[src/core/dccb_pkg.sv]
/*
 * dccb_pkg: register offsets, field positions, reset values and timing
 * constants for the driver control/configuration register bank.
 * assumes a 125 MHz system clock.
 */
package dccb_pkg;
	localparam int          CLK_HZ          = 125_000_000;
	localparam logic [5:0]  ADDR_CTRL4      = 6'h04;
	localparam logic [5:0]  ADDR_CONFIG     = 6'h3f;
	localparam logic [15:0] CTRL4_RESET     = 16'h0000;
	localparam logic [15:0] CONFIG_RESET    = 16'h0000;
	// writable bits; all other bits are reserved and read zero
	localparam logic [15:0] CTRL4_WMASK     = 16'hff5f;
	localparam logic [15:0] CONFIG_WMASK    = 16'h0079;
	// control register 4 fields
	localparam int          C4_OUT9_OR      = 15;
	localparam int          C4_OUT8_OR      = 14;
	localparam int          C4_OUT7_OR      = 13;
	localparam int          C4_OUT6_OR      = 12;
	localparam int          C4_OUT9_PWM     = 11;
	localparam int          C4_OUT8_PWM     = 10;
	localparam int          C4_OUT7_PWM     = 9;
	localparam int          C4_OUT6_PWM     = 8;
	localparam int          C4_ECV_OR       = 6;
	localparam int          C4_ECV_PWM      = 4;
	localparam int          C4_SEL_LSB      = 0;
	// configuration register fields
	localparam int          CF_EC_OL_MASK   = 6;
	localparam int          CF_OUT1HS_MASK  = 5;
	localparam int          CF_OUT1LS_MASK  = 4;
	localparam int          CF_TWOL_MASK    = 3;
	localparam int          CF_WD_TRIG      = 0;
	// open-load status positions (status reg 2)
	localparam int          OL_OUT7         = 11;
	localparam int          OL_ECV          = 14;
	localparam int          OL_EC_FAST_DISCHARGE_CHANNEL         = 15;
	// current monitor selector
	localparam logic [3:0]  SEL_OFF         = 4'h0;
	localparam logic [3:0]  SEL_MAX         = 4'h9;
	// recovery rates in Hz, periods in cycles (round down)
	localparam int          RATE_SLOW_HZ    = 1700;
	localparam int          RATE_FAST_HZ    = 3000;
	localparam int          PER_SLOW        = CLK_HZ / RATE_SLOW_HZ;
	localparam int          PER_FAST        = CLK_HZ / RATE_FAST_HZ;
	// on-time portion of the recovery pattern, in eighths of the slow-rate period
	localparam int          DUTY_EIGHTHS    = 1;
	localparam int          NUM_OUT         = 5;
	localparam int          IDX_ECV         = 4;
endpackage : dccb_pkg

[src/core/dccb_recovery.sv]
/*
 * dccb_recovery: overcurrent latch and auto-recovery timing for one
 * output. assumes oc_event is synchronous and recovery_tick is the
 * one-cycle period pulse of the selected recovery rate.
 */
`timescale 1ns/100ps
module dccb_recovery (
	// clock and reset
	input  wire logic clk,
	input  wire logic rst,
	// control
	input  wire logic recovery_en,
	input  wire logic oc_event,
	input  wire logic status_clear,
	input  wire logic recovery_tick,
	input  wire logic duty_end,
	// result
	output logic      oc_status,
	output logic      drive_allow
);
	typedef struct packed {
		logic status;
		logic blocked;
	} dccb_rec_st_t;

	dccb_rec_st_t s_q;
	dccb_rec_st_t s_d;

	always_comb begin
		s_d = s_q;
		if (status_clear)
			s_d.status = 1'b0;
		if (recovery_en) begin
			// re-enable at each period start, drop after duty window
			if (recovery_tick)
				s_d.blocked = 1'b0;
			else if (duty_end && s_q.status)
				s_d.blocked = 1'b1;
		end else if (status_clear) begin
			s_d.blocked = 1'b0;
		end
		if (oc_event) begin
			s_d.status  = 1'b1;
			s_d.blocked = 1'b1;
		end
	end

	always_ff @(posedge clk or posedge rst) begin
		if (rst)
			s_q <= '0;
		else
			s_q <= s_d;
	end

	assign oc_status   = s_q.status;
	assign drive_allow = !s_q.blocked;
endmodule : dccb_recovery

[src/core/dccb_top.sv]
/*
 * dccb_top: control register 4 and configuration register with output
 * recovery, pwm gating, current monitor select, open-load masking and
 * watchdog service. assumes a simple synchronous register port driven
 * by the serial interface front end; all inputs synchronous to clk.
 */
`timescale 1ns/100ps
// Notes on behaviour
// - recovery enable set: output returns after delay with set duty.
// - recovery enable clear: output stays off until status cleared by host.
// - enabled output with pwm gate set follows its pwm input level.
// - out8 uses pwm c, out7 pwm a, out6 pwm b.
// - ec voltage output with pwm gate set follows pwm a.
// - reserved control bits are written zero and read zero.
// - selector 0 off, 1 to 9 route high side current image.
// - configuration bits 15 to 8 written zero, read zero.
// - combined mask drops ec voltage, fast discharge, out7 open load.
// - out1 high side mask drops its open load from global flag.
// - out1 low side mask drops its open load from global flag.
// - warning/open-load mask keeps those out of global error flag.
// - watchdog service comes from config bit or control 1 bit 0.
// - recovery rate select 0 gives 1.7 kHz, 1 gives 3 kHz.
// - overcurrent sets status bit and disables the output driver.
module dccb_top (
	// clock and reset
	input  wire logic        clk,
	input  wire logic        rst,
	// register port
	input  wire logic        reg_wr,
	input  wire logic [5:0]  reg_addr,
	input  wire logic [15:0] reg_wdata,
	output logic      [15:0] reg_rdata,
	// external settings and service
	input  wire logic        recovery_rate_select,
	input  wire logic        ctrl1_wd_bit,
	output logic             watchdog_service,
	// outputs 6..9 and ec voltage: index 0..3 = out6..out9, 4 = ecv
	input  wire logic [4:0]  out_enable,
	input  wire logic [4:0]  oc_event,
	input  wire logic [4:0]  oc_status_clear,
	output logic      [4:0]  oc_status,
	output logic      [4:0]  drive_on,
	// pwm inputs
	input  wire logic        pwm_input_a,
	input  wire logic        pwm_input_b,
	input  wire logic        pwm_input_c,
	// current monitor
	output logic      [9:0]  current_monitor_pin,
	// open-load and warning aggregation
	input  wire logic [15:0] openload_status2,
	input  wire logic [1:0]  out1_undercurrent,
	input  wire logic        temp_warning,
	input  wire logic        other_errors,
	output logic             global_warn_openload_flag,
	output logic             global_error_flag
);
	typedef struct packed {
		logic [15:0] ctrl4;
		logic [15:0] config_r;
		logic        wd_last;
		logic        ctrl1_last;
		logic        wd_pulse;
		logic [16:0] div_cnt;
	} dccb_st_t;

	dccb_st_t s_q;
	dccb_st_t s_d;

	logic [16:0] period;
	logic        tick;
	logic        duty_end;
	logic [4:0]  rec_en;
	logic [4:0]  pwm_gate;
	logic [4:0]  pwm_src;
	logic [4:0]  allow;
	logic [3:0]  monitor_sel;

	function automatic logic [15:0] dccb_wr(input logic [15:0] data,
						input logic [15:0] mask);
		dccb_wr = data & mask;
	endfunction : dccb_wr

	// recovery period select
	assign period   = recovery_rate_select ?
			  17'(dccb_pkg::PER_FAST) :
			  17'(dccb_pkg::PER_SLOW);
	assign tick     = (s_q.div_cnt == 17'd0);
	assign duty_end = (s_q.div_cnt ==
			   17'((dccb_pkg::PER_SLOW * dccb_pkg::DUTY_EIGHTHS) / 8));

	always_comb begin
		s_d = s_q;
		if (s_q.div_cnt + 17'd1 >= period)
			s_d.div_cnt = 17'd0;
		else
			s_d.div_cnt = s_q.div_cnt + 17'd1;
		if (reg_wr && reg_addr == dccb_pkg::ADDR_CTRL4)
			s_d.ctrl4 = dccb_wr(reg_wdata,
					    dccb_pkg::CTRL4_WMASK);
		if (reg_wr && reg_addr == dccb_pkg::ADDR_CONFIG)
			s_d.config_r = dccb_wr(reg_wdata,
					       dccb_pkg::CONFIG_WMASK);
		s_d.wd_last    = s_q.config_r[dccb_pkg::CF_WD_TRIG];
		s_d.ctrl1_last = ctrl1_wd_bit;
		// a toggle on either source is one service event
		s_d.wd_pulse = (s_q.config_r[dccb_pkg::CF_WD_TRIG] != s_q.wd_last) ||
			       (ctrl1_wd_bit != s_q.ctrl1_last);
	end

	always_ff @(posedge clk or posedge rst) begin
		if (rst) begin
			s_q          <= '0;
			s_q.ctrl4    <= dccb_pkg::CTRL4_RESET;
			s_q.config_r <= dccb_pkg::CONFIG_RESET;
		end else begin
			s_q <= s_d;
		end
	end

	assign watchdog_service = s_q.wd_pulse;

	assign rec_en = {s_q.ctrl4[dccb_pkg::C4_ECV_OR],
			 s_q.ctrl4[dccb_pkg::C4_OUT9_OR],
			 s_q.ctrl4[dccb_pkg::C4_OUT8_OR],
			 s_q.ctrl4[dccb_pkg::C4_OUT7_OR],
			 s_q.ctrl4[dccb_pkg::C4_OUT6_OR]};
	assign pwm_gate = {s_q.ctrl4[dccb_pkg::C4_ECV_PWM],
			   s_q.ctrl4[dccb_pkg::C4_OUT9_PWM],
			   s_q.ctrl4[dccb_pkg::C4_OUT8_PWM],
			   s_q.ctrl4[dccb_pkg::C4_OUT7_PWM],
			   s_q.ctrl4[dccb_pkg::C4_OUT6_PWM]};
	// ecv and out9 on a, out8 on c, out7 on a, out6 on b
	assign pwm_src = {pwm_input_a, pwm_input_a, pwm_input_c,
			  pwm_input_a, pwm_input_b};

	for (genvar i = 0; i < dccb_pkg::NUM_OUT; i++) begin : g_out
		dccb_recovery u_rec (
			.clk           (clk),
			.rst           (rst),
			.recovery_en   (rec_en[i]),
			.oc_event      (oc_event[i]),
			.status_clear  (oc_status_clear[i]),
			.recovery_tick (tick),
			.duty_end      (duty_end),
			.oc_status     (oc_status[i]),
			.drive_allow   (allow[i])
		);
		assign drive_on[i] = out_enable[i] && allow[i] &&
				     (!pwm_gate[i] || pwm_src[i]);
	end

	assign monitor_sel = s_q.ctrl4[dccb_pkg::C4_SEL_LSB +: 4];
	always_comb begin
		current_monitor_pin = '0;
		// zero and reserved codes leave the monitor off
		if (monitor_sel != dccb_pkg::SEL_OFF &&
		    monitor_sel <= dccb_pkg::SEL_MAX)
			current_monitor_pin[monitor_sel - 4'h1] = 1'b1;
	end

	assign global_warn_openload_flag =
		(|(openload_status2 & ~16'((1 << dccb_pkg::OL_OUT7) |
					    (1 << dccb_pkg::OL_ECV) |
					    (1 << dccb_pkg::OL_EC_FAST_DISCHARGE_CHANNEL)))) ||
		(!s_q.config_r[dccb_pkg::CF_EC_OL_MASK] &&
		 (openload_status2[dccb_pkg::OL_OUT7] ||
		  openload_status2[dccb_pkg::OL_ECV] ||
		  openload_status2[dccb_pkg::OL_EC_FAST_DISCHARGE_CHANNEL])) ||
		(!s_q.config_r[dccb_pkg::CF_OUT1HS_MASK] &&
		 out1_undercurrent[1]) ||
		(!s_q.config_r[dccb_pkg::CF_OUT1LS_MASK] &&
		 out1_undercurrent[0]) ||
		temp_warning;
	assign global_error_flag = other_errors ||
		(!s_q.config_r[dccb_pkg::CF_TWOL_MASK] &&
		 global_warn_openload_flag);

	always_comb begin
		reg_rdata = '0;
		if (reg_addr == dccb_pkg::ADDR_CTRL4)
			reg_rdata = s_q.ctrl4;
		else if (reg_addr == dccb_pkg::ADDR_CONFIG)
			reg_rdata = s_q.config_r;
	end
endmodule : dccb_top

[config.mk]
export PLATFORM = sky130hd
export DESIGN_NAME = dccb_top
export DESIGN_NICKNAME = d
export VERILOG_FILES = /design/src/core/dccb_pkg.sv /design/src/core/dccb_recovery.sv /design/src/core/dccb_top.sv
export SDC_FILE = /design/constraint.sdc
export NUM_CORES = 1
export LEC_CHECK = 0
export ABC_AREA = 1
export BUFFER_PORTS_ARGS = -buffer_cell sky130_fd_sc_hd__buf_2
export CAP_MARGIN = 30
export CORE_MARGIN = 3
export CORE_UTILIZATION = 51
export DETAILED_ROUTE_END_ITERATION = 6
export GPL_TIMING_DRIVEN = 0
export PLACE_DENSITY = 0.81
export REMOVE_ABC_BUFFERS = 1
export SLEW_MARGIN = 20
export SYNTH_ARGS = -nofsm -noshare
export SYNTH_HDL_FRONTEND = slang
export SYNTH_HIERARCHICAL = 1
export SYNTH_SLANG_ARGS = --single-unit
export TNS_END_PERCENT = 5
[constraint.sdc]
create_clock -name clk -period 3.25 [get_ports clk]
set_input_delay 0.65 -clock clk [delete_from_list [all_inputs] [get_ports clk]]
set_output_delay 0.65 -clock clk [all_outputs]
set_load 0.05 [all_outputs]
==> qor.yml, run 1 <==
p_leak_nw: 2.26
arrival_ns: 3.13
total_power_mw: 1.31
power_density_nw_per_um2: 347
finalSetupTns_ns: 0
syn_inst: 420
yosys-top-cells-area: "dfrtp_1, nand2_1, inv_1"
worstSkewPairLatency_ns: 0.29
cts.sinks: 49
r2r_end: "s_q[5]"
diodes: 0
routabilityCongestion: 0.852
cp_cell_sequence: "nand3_1 -> nor2_4 -> nand3_1 -> nor2_2 -> nand3_1 -> nor2_1 -> xor2_1 -> inv_1 -> ha_1 -> nand2_1 -> nor2_1 -> nand4_1 -> nor2_1 -> nand2_1 -> nand2_2 -> nor2_4 -> nand2_8 -> nor2_1"
worst-path-max-fanout: 17
rsz0062_at_grt: "no"
skew_ns: 0.0130
period_minus_slack_ns: 2.95
grt_pass1_wl_mm: 12.8
met1_usage_pct: 28.1
start_util_pct: 54.7
synth-compound-area-share_pct: 8.09
h-tree-depth: 2
yosysWarnings: 6
synth_top_family_by_area: "simple AND/OR/NAND/NOR gates"
yosys.area.top_type: "dfrtp_1"
port_buffers: 100
yosys.area_share.simple_pct: 30.8
synth_cell_types: 33
period_share_pct: 90.7
routed_wl_mm: 7.57
dieHeight_um: 84.3
grt_pass1_vias: 2927
crit_path_frequent_cell: "nor2_1"
maxSlewHeadroom_pct: 44.3
die_w_um: 84.3
grt_max_degree: 29
muxShareOfSynthArea_pct: 0
die_area_um2: 7100
synth_area_per_cell_um2: 7.44
netlist_area_um2: 3120
vias: 2969
synth_fa_ha_area_share_pct: 6.41
wl_per_cell_um: 12.8
postRouteAntennaNets: 0
worstSetupPathType: "flop to flop"
min_path_type: "input pin to async pin"
status: "complete, no violations"
cts_buffers: 5
ys_seq_area_share_pct: 39.3
io_pins: 104
cts_tree: "done"
cts-root-buf: "clkbuf_8"
fp-row-count: 27
cp.required_ns: 3.43
drive_gt1_share_pct: 28.4
setup_viol: 0
cts.reportedPaths.clkPinSlew_ns: 0.09
slowest_stage: "dfrtp_1"
ys_ff_latch: 49
timing.fmax_ghz: 0.339
critPathMaxStageDelay_ns: 0.44
grt_use_total_pct: 21.7
globalRouteOverflowTotal: 0
hpwl_mm: 6.16
r2r-start: "s_q[2]"
crit_path_end_kind: "flop"
yosys.area.top_type_share_pct: 39.3
grt_antenna_before_repair: 0
max_cap_violations: 0
ff2ff_path_depth: 18
drc: 0
ir_drop_uv: 255
cts_buffer_depth: 2
grtUsageMet3_pct: 3.34
cp-start-kind: "flop"
r2r_slack_ns: 0.30
area_growth_pct: 21.0
first_iter_violations: 165
hold_violations: 0
synthXorXnorAreaFrac_pct: 3.08
grt_use_met2_pct: 38.1
core_um2: 5710
tightest_slew_ns: 0.834
drt-vias-per-instance: 5.01
grt_busiest_layer: "met2"
first_pass_iters: 4
fin_nets: 603
report.final.slew_viol_count: 0
==> cells in the mapped netlist <==
| master | instances |
|---|---|
| nor3_1 | 6 |
| nand2_2 | 4 |
| a21oi_1 | 16 |
| o21bai_2 | 1 |
| nor2_4 | 5 |
| dfrtp_1 | 49 |
| nand2_4 | 2 |
| a221oi_1 | 1 |
| inv_1 | 83 |
| or2_2 | 1 |
| nand3_2 | 5 |
| ha_1 | 16 |
| o22ai_1 | 1 |
| xor2_1 | 7 |
| a31oi_1 | 1 |
| a31o_2 | 1 |
| nor2_1 | 60 |
| nand3_1 | 13 |
| conb_1 | 1 |
| o21ai_2 | 1 |
| o21ai_0 | 13 |
| xnor2_1 | 4 |
| nand4_1 | 4 |
| clkbuf_1 | 3 |
| nor4_1 | 9 |
| inv_2 | 5 |
| nor2_2 | 13 |
| buf_4 | 2 |
| a21o_1 | 1 |
| nand2_1 | 85 |
| o211a_1 | 5 |
| buf_2 | 1 |
| buf_12 | 1 |
==> sequential cells by signal (all words and copies together), names as in the netlist <==
name / count
s_d: 1
g_out.u_rec/oc_status: 5
g_out.u_rec/s_q: 5
s_q: 23
rec_en: 5
watchdog_service: 1
monitor_sel: 4
pwm_gate: 5
==> cell type report <==
| cell class | instances | area [µm²] |
|---|---|---|
| sequential | 49 | 1230 |
| timing repair buffer | 101 | 520 |
| fill | 479 | 1930 |
| inverter | 88 | 330 |
| tap | 72 | 90.1 |
| clock buffer | 5 | 68.8 |
| clock inverter | 1 | 5.00 |
| multi-input combinational | 277 | 1540 |
==> worst max-delay path by stage <==
stage | slack, ns | from | end
floorplan | 0.22 | reg_addr[3] | reg_rdata[0]
global placement | 0.28 | s_q[2] | s_q[0]
detailed placement | 0.23 | s_q[2] | s_q[0]
CTS | 0.19 | s_q[2] | s_q[5]
global route | 0.03 | s_q[2] | s_q[1]
finish | 0.30 | s_q[2] | s_q[5]
==> per-stage QoR <==
step | hold WS (ns) | cell area [µm²] | worst slack (ns) | util, % | cells
3_3_place_gp | 0.459 | 3670 | 0.275 | 64.2 | 586
3_5_place_dp | 0.464 | 3690 | 0.231 | 64.6 | 587
5_1_grt | 0.259 | 3780 | 0.0285 | 66.2 | 593
2_1_floorplan | 0.391 | 3080 | 0.224 | - | 414
6_report | 0.258 | 3780 | 0.302 | 66.2 | 593
4_1_cts | 0.247 | 3760 | 0.191 | 65.9 | 593
==> where the power goes <==
part | switching [mW] | leakage [nW] | internal [mW] | total (mW)
Clock | 0.182 | 0.0399 | 0.142 | 0.324
Combinational | 0.208 | 1.64 | 0.0952 | 0.303
Sequential | 0.0296 | 0.579 | 0.656 | 0.685
==> cells by family (layout without fill, tap and decap cells) <==
family,count (synthesis),in the layout
adders and majority gates,16,16
other,1,2
AOI/OAI and AO/OA,41,41
and+or+nand+nor,207,207
buffers and inverters,95,195
xor gates and xnor gates,11,11
DFF,49,49
==> critical path: cells and delay by family (launching register included) <==
| family | cells | cell delay [ns] |
|---|---|---|
| simple gates | 15 | 1.76 |
| flops | 1 | 0.44 |
| xor+xnor | 1 | 0.27 |
| fa+ha+maj | 1 | 0.27 |
| buf+inv | 1 | 0.08 |
==> layer usage <==
metal | vias to the layer above | share of wire (%)
met5 | - | 0
met1 | 1371 | 43
li1 | 1494 | -
met4 | 0 | 1.2
met3 | 8 | 4.8
met2 | 96 | 51
==> placed cells by master (no fill, tap or decap), types with 6 or more instances in the layout <==
cell     instances
a21oi_1         16
buf_2          100
dfrtp_1         49
ha_1            16
inv_1           82
inv_2            6
nand2_1         85
nand3_1         13
nor2_1          59
nor2_2          14
nor3_1           6
nor4_1           9
o21ai_0         13
xor2_1           6
==> timing repair <==
action,CTS,global route
buffers inserted,0,0
setup endpoints to repair,0,17
hold buffers,0,0
gates resized for setup,0,3
(Power assumes the default switching activity.)
==> inputs of run 2 (changes only) <==
RECOVER_POWER = 25   (was not set)
==> qor.yml, run 2 (synthesized netlist as in run 1, its figures left out) <==
mostFrequentLayoutCells: "buf_2, nand2_1, inv_1"  # unchanged
finalSetupTns_ns: 0  # unchanged
dieHeight_um: 84.3  # unchanged
place_inst: 587  # unchanged
skew_ns: 0.0119  # was 0.0130 ns
period_minus_slack_ns: 2.95  # about the same
arrival_ns: 3.12  # was 3.13 ns
routabilityCongestion: 0.852  # unchanged
start_util_pct: 54.7  # unchanged
utilization_pct: 65.8  # was 66.2%
cts_buffers: 5  # unchanged
maxSlewHeadroom_pct: 10.4  # was 44.3%
grt_antenna_before_repair: 0  # unchanged
globalRouteOverflowTotal: 0  # unchanged
largest_reg_flops: 23  # unchanged
worstSetupPathType: "flop to flop"  # unchanged
drt-vias-per-instance: 4.98  # was 5.01
vias: 2952  # was 2969
min_path_type: "input pin to async pin"  # unchanged
p_leak_nw: 2.24  # was 2.26 nW
fin_nets: 603  # unchanged
cts-resized-gates: 0  # unchanged
rsz0062_at_grt: "no"  # unchanged
final_common_cell: "buf_2"  # unchanged
diodes: 0  # unchanged
report.final.slew_viol_count: 0  # unchanged
crit_path_end_kind: "flop"  # unchanged
h-tree-depth: 2  # unchanged
status: "complete, no violations"  # unchanged
drive_gt1_share_pct: 27.4  # was 28.4%
worst-path-max-fanout: 17  # unchanged
period_share_pct: 90.6  # was 90.7%
cts_hold_buffers: 0  # unchanged
cp-start-kind: "flop"  # unchanged
max_cap_violations: 0  # unchanged
hold_violations: 0  # unchanged
grt_pass1_vias: 2927  # unchanged
cts.sinks: 49  # unchanged
finalWorstSetupSlack_ns: 0.305  # was 0.302 ns
grt_pass1_wl_mm: 12.8  # unchanged
first_pass_iters: 4  # unchanged
die_w_um: 84.3  # unchanged
die_area_um2: 7100  # unchanged
worstSkewPairLatency_ns: 0.29  # about the same
port_buffers: 100  # unchanged
post_cts_buffers: 0  # unchanged
cts.reportedPaths.clkPinSlew_ns: 0.09  # about the same
tightest_slew_ns: 1.34  # was 0.834 ns
timing.fmax_ghz: 0.340  # was 0.339 GHz
ir_drop_uv: 255  # about the same
hpwl_mm: 6.16  # unchanged
first_iter_violations: 150  # was 165
grt_max_degree: 29  # unchanged
routed_wl_mm: 7.55  # was 7.57 mm
pre_cts_slack_ns: 0.231  # unchanged
wl_per_cell_um: 12.7  # was 12.8 µm
drc: 0  # unchanged
postRouteAntennaNets: 0  # unchanged
io_pins: 104  # unchanged
fp-row-count: 27  # unchanged
grt_use_total_pct: 21.7  # unchanged
cts-root-buf: "clkbuf_8"  # unchanged
total_power_mw: 1.31  # about the same
setup_viol: 0  # unchanged
cts_buffer_depth: 2  # unchanged
cts_tree: "done"  # unchanged
finalNonFillerCells: 593  # unchanged
core_um2: 5710  # unchanged
largest-register: "s_q"  # unchanged
power_density_nw_per_um2: 348  # was 347 nW/µm²
area_growth_pct: 20.4  # was 21.0%
cp.required_ns: 3.43  # about the same
-- run 2: metal layers --
| metal | global-route usage [%] | wire, µm |
|---|---|---|
| met1 | 28.1 | 3260 |
| met2 | 38.1 | 3870 |
| met4 | 5.41 | 101 |
| met3 | 3.34 | 323 |
| met5 | 0 | 0 |
-- run 2: worst max-delay path: stages (launching register included) --
cell	delay (ns)
dfrtp_1	0.44
nand3_1	0.19
nor2_4	0.17
nand3_1	0.16
nor2_2	0.18
nand3_1	0.11
nor2_1	0.13
xor2_1	0.27
inv_1	0.08
ha_1	0.27
nand2_1	0.07
nor2_1	0.12
nand4_1	0.10
nor2_1	0.12
nand2_1	0.07
nand2_2	0.07
nor2_4	0.05
nand2_8	0.15
nor2_1	0.06
-- run 2: through the flow --
| stage | cell area, µm² | hold slack [ns] |
|---|---|---|
| 3_3_place_gp | 3670 | 0.459 |
| 3_5_place_dp | 3690 | 0.464 |
| 5_1_grt | 3760 | 0.317 |
| 6_report | 3760 | 0.297 |
| 4_1_cts | 3760 | 0.247 |
| 2_1_floorplan | 3080 | 0.391 |
-- run 2: where the power goes --
group | internal (mW) | total, mW | switching (mW)
clock network | 0.142 | 0.322 | 0.181
registers | 0.656 | 0.685 | 0.0295
logic | 0.0925 | 0.300 | 0.208
-- run 2: cell type report --
class,instances,area [µm²]
clock buffers,5,68.8
clock inverters,1,5.00
fillers,484,1950
inverters,88,330
multi-input cells,277,1540
flip-flops and latches,49,1230
well taps,72,90.1
repair buffers,101,500
-- run 2: final timing paths --
path | start | to | slack (ns) | cells after the start
hold / removal | rst | g_out[1].u_rec/oc_status | 0.30 | 2
max in group asynchronous | rst | s_q[15] | 1.11 | 3
setup reg to reg | s_q[2] | s_q[3] | 0.30 | 18
min in group clk | s_d[19] | s_q[19] | 0.49 | 0
hold reg to reg | s_d[19] | s_q[19] | 0.49 | 0
setup / recovery | s_q[2] | s_q[3] | 0.30 | 18
